--- src/rtl/i2c_status_pkg.sv ---
// package: register map, field positions and carriers for the i2c status flag block
`default_nettype none

package i2c_status_pkg;

  // *****************************************************************
  // register map
  // *****************************************************************
  localparam logic [7:0]  STATUS_OFFSET        = 8'h00;  // bus_status_flags_register byte address
  localparam logic [7:0]  STATUS_RESET         = 8'h30;  // guard and reserved bits read high
  localparam int          ADDR_WIDTH           = 8;      // decoded address bits
  localparam int          DATA_WIDTH           = 32;     // bus data width

  // *****************************************************************
  // field positions inside the status byte
  // *****************************************************************
  localparam int          BIT_BUS_OCCUPIED     = 7;
  localparam int          BIT_XFER_IRQ         = 6;
  localparam int          BIT_COND_GUARD       = 5;
  localparam int          BIT_RESERVED         = 4;
  localparam int          BIT_ARB_LOST         = 3;
  localparam int          BIT_ADDR_MATCH       = 2;
  localparam int          BIT_GEN_CALL         = 1;
  localparam int          BIT_ACK_VALUE        = 0;

  // *****************************************************************
  // bus constants
  // *****************************************************************
  localparam logic [1:0]  HTRANS_NONSEQ        = 2'h2;
  localparam logic [1:0]  HTRANS_SEQ           = 2'h3;
  localparam logic        HRESP_OKAY           = 1'h0;
  localparam logic [6:0]  GENERAL_CALL_ADDR    = 7'h00;  // first byte 0x00 with r/w bit low
  localparam logic        RW_READ              = 1'h1;

  // *****************************************************************
  // carriers
  // *****************************************************************
  // operating mode from the control register block
  typedef struct packed {
    logic master_select;     // 1 = master
    logic direction_select;  // 1 = transmit
    logic format_select;     // 1 = non-addressing format
    logic serial_mode;       // 1 = no acknowledge slot
  } mode_s;

  // events and drive values from the shift engine
  typedef struct packed {
    logic       xfer_end;        // one-cycle pulse at end of a data transfer
    logic       first_byte_end;  // one-cycle pulse when first byte after start is in
    logic [7:0] rx_byte;         // received byte, valid with first_byte_end
    logic       ack_slot;        // level during the acknowledge bit
    logic       scl_drive;       // internal scl, 1 = released high
    logic       sda_drive;       // internal sda, 1 = released high
  } engine_s;

  // data register access strobes, one-cycle pulses
  typedef struct packed {
    logic data_write;
    logic data_read;
  } data_access_s;

endpackage : i2c_status_pkg

`default_nettype wire
--- src/rtl/i2c_status_flag_logic.sv ---
// status and start/stop condition control of an i2c bus interface, ahb-lite register slave
//
// Behaviour
// - transfer flag clears by read-one then write-zero
// - master: flag set on transfer end, arbitration loss
// - slave addressed: flag on match and later transfers
// - slave general call: flag on call, later transfers
// - slave non-addressing: flag on every transfer end
// - master write busy=1 guard=0 issues start
// - master write busy=0 guard=0 issues stop
// - guard bit reads one, stores nothing
// - bit four reserved, reads one
// - arbitration loss sets lost and transfer flags
// - sda mismatch at scl rise means lost
// - internal scl high at bus fall means lost
// - lost flag: read-clear or data access clear
// - address match on own or general address
// - match flag: read-clear or data access clear
// - general call flag on first byte zero
// - call flag: read-clear or data access clear
// - transmit: capture receiver acknowledge into bit
// - receive: drive software acknowledge in slot
// - ack read: bus value transmit, software receive
// - busy set on start, cleared on stop
// - busy writes ignored in slave mode
//
// Design decisions made here: the placing of the registers and the AHB-Lite slave port.
`timescale 1ns/10ps
`default_nettype none

module i2c_status_flag_logic (
  input  wire logic                                clk,
  input  wire logic                                rst_b,
  // ahb-lite slave
  input  wire logic                                hsel,
  input  wire logic [i2c_status_pkg::ADDR_WIDTH-1:0] haddr,
  input  wire logic [1:0]                          htrans,
  input  wire logic                                hwrite,
  input  wire logic [2:0]                          hsize,
  input  wire logic [i2c_status_pkg::DATA_WIDTH-1:0] hwdata,
  input  wire logic                                hready,
  output logic      [i2c_status_pkg::DATA_WIDTH-1:0] hrdata,
  output logic                                     hreadyout,
  output logic                                     hresp,
  // control register and shift engine side
  input  wire i2c_status_pkg::mode_s               mode,
  input  wire i2c_status_pkg::engine_s             engine,
  input  wire i2c_status_pkg::data_access_s        data_access,
  input  wire logic [6:0]                          own_address_field,
  // bus pins, asynchronous
  input  wire logic                                scl_in,
  input  wire logic                                sda_in,
  // outputs to the shift engine and control block
  output logic                                     start_request,
  output logic                                     stop_request,
  output logic                                     arb_lost_event,
  output logic                                     ack_drive_value,
  output logic                                     transfer_interrupt_flag,
  output logic                                     bus_occupied_flag
);
  import i2c_status_pkg::*;

  // *****************************************************************
  // pin synchronisers and edge finding
  // *****************************************************************
  logic       scl_meta;     // first stage, only read by scl_sync
  logic       scl_sync;     // stable scl
  logic       scl_prev;     // scl one cycle earlier
  logic       sda_meta;     // first stage, only read by sda_sync
  logic       sda_sync;     // stable sda
  logic       sda_prev;     // sda one cycle earlier
  logic       scl_rise;
  logic       scl_fall;
  logic       start_seen;   // sda falling while scl high
  logic       stop_seen;    // sda rising while scl high

  // two flops before anything looks at the pins
  always_ff @(posedge clk) begin
    if (!rst_b) begin
      scl_meta <= 1'h1;
      scl_sync <= 1'h1;
      scl_prev <= 1'h1;
      sda_meta <= 1'h1;
      sda_sync <= 1'h1;
      sda_prev <= 1'h1;
    end else begin
      scl_meta <= scl_in;
      scl_sync <= scl_meta;
      scl_prev <= scl_sync;
      sda_meta <= sda_in;
      sda_sync <= sda_meta;
      sda_prev <= sda_sync;
    end
  end

  assign scl_rise   = scl_sync & ~scl_prev;
  assign scl_fall   = ~scl_sync & scl_prev;
  // scl must be high before and after so an scl edge is never taken as a condition
  assign start_seen = scl_sync & scl_prev & sda_prev & ~sda_sync;
  assign stop_seen  = scl_sync & scl_prev & ~sda_prev & sda_sync;

  // *****************************************************************
  // ahb-lite address phase capture
  // *****************************************************************
  logic       addr_valid;   // address phase accepted this edge
  logic       dp_write;     // data phase pending: register write
  logic       hit_status;   // address decodes to the status register
  logic [7:0] status_view;  // byte as software reads it
  logic       status_read;  // read of the status register taken now

  assign addr_valid  = hsel & hready & (htrans == HTRANS_NONSEQ || htrans == HTRANS_SEQ);
  assign hit_status  = (haddr == STATUS_OFFSET);
  assign status_read = addr_valid & ~hwrite & hit_status;
  // never stalls, never errors; unmapped words read zero, writes vanish
  assign hreadyout   = 1'h1;
  assign hresp       = HRESP_OKAY;

  // remember a pending write for its data phase
  always_ff @(posedge clk) begin
    if (!rst_b) begin
      dp_write <= 1'h0;
    end else if (hready) begin
      dp_write <= addr_valid & hwrite & hit_status;
    end
  end

  logic       wr_now;       // data phase of a status write
  logic [7:0] wr_byte;      // written byte, low lane
  assign wr_now  = dp_write;
  assign wr_byte = hwdata[7:0];

  // read data registered at the address edge so it stands in the data phase
  always_ff @(posedge clk) begin
    if (!rst_b) begin
      hrdata <= '0;
    end else if (addr_valid & ~hwrite) begin
      hrdata <= hit_status ? {24'h000000, status_view} : '0;
    end
  end

  // *****************************************************************
  // flag storage
  // *****************************************************************
  logic ack_bus;       // acknowledge captured from the line
  logic ack_sw;        // acknowledge value set by software
  logic lost_flag;     // arbitration lost
  logic match_flag;    // own or general address recognised
  logic call_flag;     // general call recognised
  logic session_on;    // slave addressed since the last start/stop

  // which flags have been read as one and may now be cleared
  logic arm_irq;
  logic arm_lost;
  logic arm_match;
  logic arm_call;

  // guard bit and reserved bit are constants on read
  always_comb begin
    status_view                   = STATUS_RESET;
    status_view[BIT_BUS_OCCUPIED] = bus_occupied_flag;
    status_view[BIT_XFER_IRQ]     = transfer_interrupt_flag;
    status_view[BIT_ARB_LOST]     = lost_flag;
    status_view[BIT_ADDR_MATCH]   = match_flag;
    status_view[BIT_GEN_CALL]     = call_flag;
    // bus value in transmit, software value in receive
    status_view[BIT_ACK_VALUE]    = mode.direction_select ? ack_bus : ack_sw;
  end

  // *****************************************************************
  // event decode
  // *****************************************************************
  logic is_slave_rx;   // slave receive, addressing format
  logic addr_hit;      // first byte matches own address
  logic call_hit;      // first byte is the general call
  logic sda_lost;      // transmitted high, line low at scl rise
  logic scl_lost;      // internal scl high at bus scl fall
  logic arb_lost;      // either loss while master transmitting
  logic irq_set;       // any cause of the transfer flag
  logic data_clear;    // data register access that clears flags

  assign is_slave_rx = ~mode.master_select & ~mode.direction_select & ~mode.format_select;
  assign call_hit    = engine.first_byte_end & is_slave_rx
                     & (engine.rx_byte == {GENERAL_CALL_ADDR, 1'h0});
  assign addr_hit    = engine.first_byte_end & is_slave_rx
                     & (engine.rx_byte[7:1] == own_address_field);
  // the acknowledge bit is driven by the receiver, so it is not compared
  assign sda_lost    = scl_rise & engine.sda_drive & ~sda_sync & ~engine.ack_slot;
  assign scl_lost    = scl_fall & engine.scl_drive;
  assign arb_lost    = mode.master_select & mode.direction_select
                     & (sda_lost | scl_lost);
  assign data_clear  = (data_access.data_write & mode.direction_select)
                     | (data_access.data_read & ~mode.direction_select);

  // transfer flag causes per mode
  always_comb begin
    irq_set = 1'h0;
    if (mode.master_select) begin
      irq_set = engine.xfer_end | arb_lost;
    end else if (mode.format_select) begin
      irq_set = engine.xfer_end;
    end else begin
      // match or call opens a session; later transfers while it lasts
      irq_set = addr_hit | call_hit
              | (engine.xfer_end & session_on);
    end
  end

  // *****************************************************************
  // read arming: a read returning one allows the next zero write
  // *****************************************************************
  // a status write ends the arming unless a status read is taken in the same cycle, which wins; a fresh read is needed after it
  always_ff @(posedge clk) begin
    if (!rst_b) begin
      arm_irq   <= 1'h0;
      arm_lost  <= 1'h0;
      arm_match <= 1'h0;
      arm_call  <= 1'h0;
    end else if (status_read) begin
      arm_irq   <= transfer_interrupt_flag;
      arm_lost  <= lost_flag;
      arm_match <= match_flag;
      arm_call  <= call_flag;
    end else if (wr_now) begin
      arm_irq   <= 1'h0;
      arm_lost  <= 1'h0;
      arm_match <= 1'h0;
      arm_call  <= 1'h0;
    end
  end

  // *****************************************************************
  // transfer interrupt flag
  // *****************************************************************
  // set wins over a clear in the same cycle
  always_ff @(posedge clk) begin
    if (!rst_b) begin
      transfer_interrupt_flag <= 1'h0;
    end else if (irq_set) begin
      transfer_interrupt_flag <= 1'h1;
    end else if (wr_now & arm_irq & ~wr_byte[BIT_XFER_IRQ]) begin
      transfer_interrupt_flag <= 1'h0;
    end
  end

  // *****************************************************************
  // arbitration lost flag
  // *****************************************************************
  always_ff @(posedge clk) begin
    if (!rst_b) begin
      lost_flag <= 1'h0;
    end else if (arb_lost) begin
      lost_flag <= 1'h1;
    end else if (data_clear | (wr_now & arm_lost & ~wr_byte[BIT_ARB_LOST])) begin
      lost_flag <= 1'h0;
    end
  end

  // one-cycle notice so the control block drops to slave receive
  always_ff @(posedge clk) begin
    if (!rst_b) begin
      arb_lost_event <= 1'h0;
    end else begin
      arb_lost_event <= arb_lost;
    end
  end

  // *****************************************************************
  // address match and general call flags
  // *****************************************************************
  always_ff @(posedge clk) begin
    if (!rst_b) begin
      match_flag <= 1'h0;
    end else if (addr_hit | call_hit) begin
      match_flag <= 1'h1;
    end else if (data_clear | (wr_now & arm_match & ~wr_byte[BIT_ADDR_MATCH])) begin
      match_flag <= 1'h0;
    end
  end

  always_ff @(posedge clk) begin
    if (!rst_b) begin
      call_flag <= 1'h0;
    end else if (call_hit) begin
      call_flag <= 1'h1;
    end else if (data_clear | (wr_now & arm_call & ~wr_byte[BIT_GEN_CALL])) begin
      call_flag <= 1'h0;
    end
  end

  // slave session: open from match until a start or stop is seen
  always_ff @(posedge clk) begin
    if (!rst_b) begin
      session_on <= 1'h0;
    end else if (start_seen | stop_seen) begin
      session_on <= 1'h0;
    end else if (addr_hit | call_hit) begin
      session_on <= 1'h1;
    end
  end

  // *****************************************************************
  // bus occupied flag and condition requests
  // *****************************************************************
  // follows the line only; software writes never store here
  always_ff @(posedge clk) begin
    if (!rst_b) begin
      bus_occupied_flag <= 1'h0;
    end else if (start_seen) begin
      bus_occupied_flag <= 1'h1;
    end else if (stop_seen) begin
      bus_occupied_flag <= 1'h0;
    end
  end

  logic cond_write;   // master write with the guard bit low
  assign cond_write = wr_now & mode.master_select & ~wr_byte[BIT_COND_GUARD];

  // one-cycle requests to the shift engine; slave writes do nothing
  always_ff @(posedge clk) begin
    if (!rst_b) begin
      start_request <= 1'h0;
      stop_request  <= 1'h0;
    end else begin
      start_request <= cond_write & wr_byte[BIT_BUS_OCCUPIED];
      stop_request  <= cond_write & ~wr_byte[BIT_BUS_OCCUPIED];
    end
  end

  // *****************************************************************
  // acknowledge bit
  // *****************************************************************
  // software value always writable; it is what receive mode sends
  always_ff @(posedge clk) begin
    if (!rst_b) begin
      ack_sw <= 1'h0;
    end else if (wr_now) begin
      ack_sw <= wr_byte[BIT_ACK_VALUE];
    end
  end

  // line sampled at the acknowledge clock rise while transmitting
  always_ff @(posedge clk) begin
    if (!rst_b) begin
      ack_bus <= 1'h0;
    end else if (scl_rise & engine.ack_slot & mode.direction_select & ~mode.serial_mode) begin
      ack_bus <= sda_sync;
    end
  end

  // value the engine puts on sda in the receive acknowledge slot
  always_ff @(posedge clk) begin
    if (!rst_b) begin
      ack_drive_value <= 1'h0;
    end else begin
      ack_drive_value <= ack_sw;
    end
  end

  // hsize is not decoded: only whole-word accesses reach this slave
  logic unused_size;
  assign unused_size = ^hsize;

endmodule : i2c_status_flag_logic

`default_nettype wire

--- config.mk ---
export PLATFORM = sky130hd
export DESIGN_NAME = i2c_status_flag_logic
export DESIGN_NICKNAME = d
export VERILOG_FILES = /design/src/rtl/i2c_status_pkg.sv /design/src/rtl/i2c_status_flag_logic.sv
export SDC_FILE = /design/constraint.sdc
export NUM_CORES = 1
export LEC_CHECK = 0
export ABC_AREA = 0
export BUFFER_PORTS_ARGS = -buffer_cell sky130_fd_sc_hd__buf_2
export CAP_MARGIN = 30
export CORE_MARGIN = 4
export CORE_UTILIZATION = 40
export DETAILED_ROUTE_END_ITERATION = 10
export PLACE_DENSITY_LB_ADDON = 0.12
export SYNTH_ARGS = -nofsm -noshare
export SYNTH_HDL_FRONTEND = slang
export SYNTH_SLANG_ARGS = --single-unit
--- constraint.sdc ---
create_clock -name clk -period 3.1 [get_ports clk]
set_input_delay 0.93 -clock clk [delete_from_list [all_inputs] [get_ports clk]]
set_output_delay 0.93 -clock clk [all_outputs]
set_load 0.05 [all_outputs]
* Yosys cells after proc, flatten, opt, wreduce, memory -nomap -nowiden
Index checks and enable logic that the tools add are counted.
Word-level totals: output and inout port bits 40, logic and storage cells 124, flip-flop bits (word level) 55, input port bits 78
Operators by class: mux-type cells 19, reductions and logical operators 10, eq/ne operators 3, bitwise operators 68
Operators by type and width (count):
- bitwise AND 1 bit | 42
- two-way mux 1 bit | 18
- inverter 1 bit | 17
- logical NOT 8 bit | 2
- nonzero test 2 bit | 6
- bitwise OR 1 bit | 9
- two-way mux 8 bit | 1
- equality test 7 bit | 1
- equality test 2 bit, second input constant | 2
- OR reduction 2 bit | 1
- logical OR 1 bit | 1

* Depth between registers and ports, before layout
word-level depth 10, depth in mapped cells 5

* Worst setup path before layout
Ideal clock, no wire load.
path kind input-to-reg, from input port haddr[3] (netlist bit), to register arm_irq, slack 1006 ps, stages 5, buffers on the path 1, data arrival time 1975 ps, cells stage by stage or4_1 > nor3_4 > buf_6 > or3b_2 > a21boi_2
Between the ends: cells in the longest elaborated chain, start to end 3, elaborated cells between the ends (all ways) 4, those cells by class 1 x mux; 1 x bitwise; 2 x reduce/logical
Ends and longest elaborated chain:
- start, declared | line i2c_status_flag_logic.sv:36 | input wire logic [i2c_status_pkg::ADDR_WIDTH-1:0] haddr,
- logical NOT 8 bit * | line i2c_status_flag_logic.sv:112 | assign hit_status = (haddr == STATUS_OFFSET);
- bitwise AND 1 bit * | line i2c_status_flag_logic.sv:113 | assign status_read = addr_valid & ~hwrite & hit_status;
- two-way mux 1 bit or nonzero test 2 bit (tied branches)
- end signal, assigned | line i2c_status_flag_logic.sv:219 | arm_irq <= transfer_interrupt_flag;
- end, declared | line i2c_status_flag_logic.sv:152 | logic arm_irq;
Mark *: on every way between the ends. The rest lies on a longest branch, timed or not. A chain may end at the register's enable or synchronous reset.

* Final worst setup path
from input port haddr[7] (netlist bit), to register arm_match
Between the ends: cells in the longest elaborated chain, start to end 3, elaborated cells between the ends (all ways) 4, those cells by class 1 x mux; 1 x bitwise; 2 x reduce/logical
Ends and longest elaborated chain:
- logical NOT 8 bit * | line i2c_status_flag_logic.sv:112
- bitwise AND 1 bit * | line i2c_status_flag_logic.sv:113
- two-way mux 1 bit or nonzero test 2 bit (tied branches)
- end signal, assigned | line i2c_status_flag_logic.sv:221 | arm_match <= match_flag;
- end, declared | line i2c_status_flag_logic.sv:154 | logic arm_match;
Marks and branches as above.

==> run summary <==
largest family of logic cells by synthesized area: simple AND/OR/NAND/NOR gates
Finished Cell Area: 0.00186 mm^2
die span in x: 70 um
fin cells: 268
Synth Area in Adders: 0%
number of global-route vias before repair: 1239
initial antenna violation count: 0
Cell variety after synth: 40
final worst-path cycle share: 70.4%
Slew @ Worst Pin: 0.551 ns
# rows: 22
final max-slew violation count: 0
fill count: 377
number of flip-flops in the largest register: 7
CTS tree: yes
Crit path largest cell delay: 0.55 ns
Compound-Gate Fraction of Synth Area: 15.7%
Placement Setup Slack: 0.604 ns
Area after DPL: 0.00177 mm^2
VDD IR max: 256 uV
GPL Wtd Cong: 0.806
RSZ-0062 raised after global routing: no
# placed instances: 260
most flop-heavy register: hrdata
Post-layout nets: 297
Reg2Reg Depth: 4
Mapped Avg Cell Area: 9.73 um^2
io pins: 118
Final Hold Fails: 0
WP data required: 3.27 ns
MaxCap Viol Count: 0
DP Wirelength: 2640 um
WP depth: 5
PwrDens: 460 mW/mm^2
Worst EP arrival: 2.35 ns
setup TNS: 0 ns
DR vias: 1247
Port Buf Inserts: 62
worst setup margin: 0.919 ns
Area Growth Syn to Fin: 21.0%
ratio of cells with drive above 1 in the final layout: 41.4%
worst min-delay path category: reg2reg
Post-Route Utilization: 50.4%
Remaining DRCs: 0
status: finished, final reports clean
cts bufs inserted: 5
Antenna Nets Post-Route: 0
CP bufs+invs: 1
Root Buffer: clkbuf_8
CP Capture Type: flop
CP Cell Sequence: buf_2, or4_4, nor3_4, or3b_2, a21boi_2
Initial Util: 41.7%
violation count after the first detailed-routing iteration: 42
CTS Sinks: 30
multiplexer share of the synthesized area: 2.69%
critical path's slowest cell: or4_4
sequential-to-total area share from yosys stat: 39.1%
ant diodes: 0
WL final: 3330 um
worst clock skew: 0.00394 ns
Max Freq: 0.458 GHz
total power: 855 uW
Top delay family on crit path: simple AND/OR/NAND/NOR gates
first-pass detailed-route iteration total: 4
simple-gate share of the synthesized area: 22.1%
worst hold margin: 0.414 ns
Synth Area in XOR/XNOR: 4.56%
Post-CTS Setup Repair Bufs: 0
average wire per standard cell: 12.4 um
Worst Hold Depth: 1
GRT Overall Usage: 14.0%
hold buffers post-CTS: 0
LEAKAGE: 0.844 nW
FF+latch count, synth: 30
Worst Setup Start Kind: input pin
die height: 70 um
core area: 0.00369 mm^2
Mapped Area: 0.00154 mm^2
kind of critical path: in2reg
htree depth: 2
cell count after synthesis: 158
Final Critical Period: 2.18 ns
largest net degree at the start of global routing: 30
GR Overflow Total: 0
Worst-path clk slew: 0.06 ns
Setup-failing EPs final: 0
full die area: 0.00490 mm^2
slew margin rel.: 63.1%
clock latency on the worst-skew pair: 0.27 ns
clk buf depth: 2
Post-CTS Resized: 0
Via density: 4.65
wire length of the first global-routing pass: 5430 um
Ys Warns: 0
crit-path max FO: 11
## metal layers
layer	share of wire (%)	track usage, %	vias up
met2	49	23.2	62
met4	1.6	5.11	0
met1	40	15.2	566
li1	-	-	613
met5	0	0	-
met3	9.8	7.19	6
## area by class of cell
| type | instances | area, um^2 | share of cell area (%) |
|---|---|---|---|
| Multi-Input combinational cell | 118 | 791 | 42.5 |
| Sequential cell | 30 | 601 | 32.3 |
| Timing Repair Buffer | 62 | 310 | 16.7 |
| Clock buffer | 7 | 86.3 | 4.64 |
| Tap cell | 48 | 60.1 | 3.23 |
| Inverter | 2 | 7.51 | 0.403 |
| Clock inverter | 1 | 5.00 | 0.269 |
## worst register-to-register path, cell delays in order, from the launching register on
cell,delay (ns)
dfxtp_1,0.58
nand2_1,0.10
o21ai_1,0.14
o211ai_1,0.11
o21a_1,0.19
## synth_stat cells
cell type | count | area (um^2)
a21oi_1 | 1 | 5.00
nor2b_1 | 6 | 37.5
o31ai_1 | 1 | 7.51
a21boi_2 | 8 | 90.1
o21a_1 | 3 | 22.5
nor2_1 | 2 | 7.51
nor4_1 | 3 | 18.8
inv_1 | 2 | 7.51
o211ai_1 | 3 | 22.5
a31oi_1 | 1 | 6.26
nand2_1 | 12 | 45.0
nand2_2 | 4 | 25.0
or4_1 | 1 | 7.51
o221a_1 | 1 | 11.3
o211a_1 | 1 | 10.0
a32oi_1 | 1 | 8.76
nand4b_1 | 1 | 8.76
buf_4 | 27 | 203
and2_1 | 3 | 18.8
nand4b_4 | 1 | 23.8
clkbuf_1 | 4 | 15.0
conb_1 | 2 | 7.51
mux2_2 | 1 | 11.3
buf_6 | 1 | 11.3
nor4b_1 | 2 | 17.5
o21ai_1 | 2 | 10.0
or4_4 | 1 | 11.3
nand4_1 | 3 | 18.8
a21boi_1 | 1 | 7.51
nand2b_1 | 5 | 31.3
dfxtp_1 | 30 | 601
mux2i_1 | 3 | 30.0
nor3b_1 | 1 | 7.51
xnor2_1 | 8 | 70.1
or3b_2 | 4 | 35.0
o21ai_0 | 3 | 15.0
nor3_1 | 1 | 5.00
nor3_4 | 1 | 16.3
a22oi_2 | 2 | 25.0
nand3_1 | 1 | 5.00
## path summary, 6_finish.rpt
path	startpoint	endpoint	slack, ns
worst min-delay path	sda_meta	sda_sync	0.41
worst max-delay path	haddr[7]	arm_match	0.92
worst max register to register	dp_write	transfer_interrupt_flag	1.89
worst min register to register	sda_meta	sda_sync	0.41
## where the power goes
part	switching (mW)	total (mW)	internal, mW
sequential	0.00381	0.395	0.391
combinational	0.107	0.148	0.0416
clock	0.133	0.312	0.179
total	0.244	0.855	0.611
## logic make-up after synthesis
family / count (synthesis)
xor gates and xnor gates: 8
and+or+nand+nor: 52
DFF: 30
muxes: 4
AOI/OAI and AO/OA: 28
other: 2
buffers and inverters: 34
## cell usage in the layout, fill, tap and decap left out, types with 4 or more instances in the layout
| cell | count |
|---|---|
| a21boi_2 | 8 |
| buf_2 | 62 |
| xnor2_1 | 8 |
| clkbuf_8 | 6 |
| dfxtp_1 | 30 |
| conb_1 | 26 |
| or3b_2 | 4 |
| nand2_1 | 12 |
| nor2b_1 | 6 |
| nand2b_1 | 5 |
| nand2_2 | 4 |
Note: power is estimated with default switching activity, not from simulation.
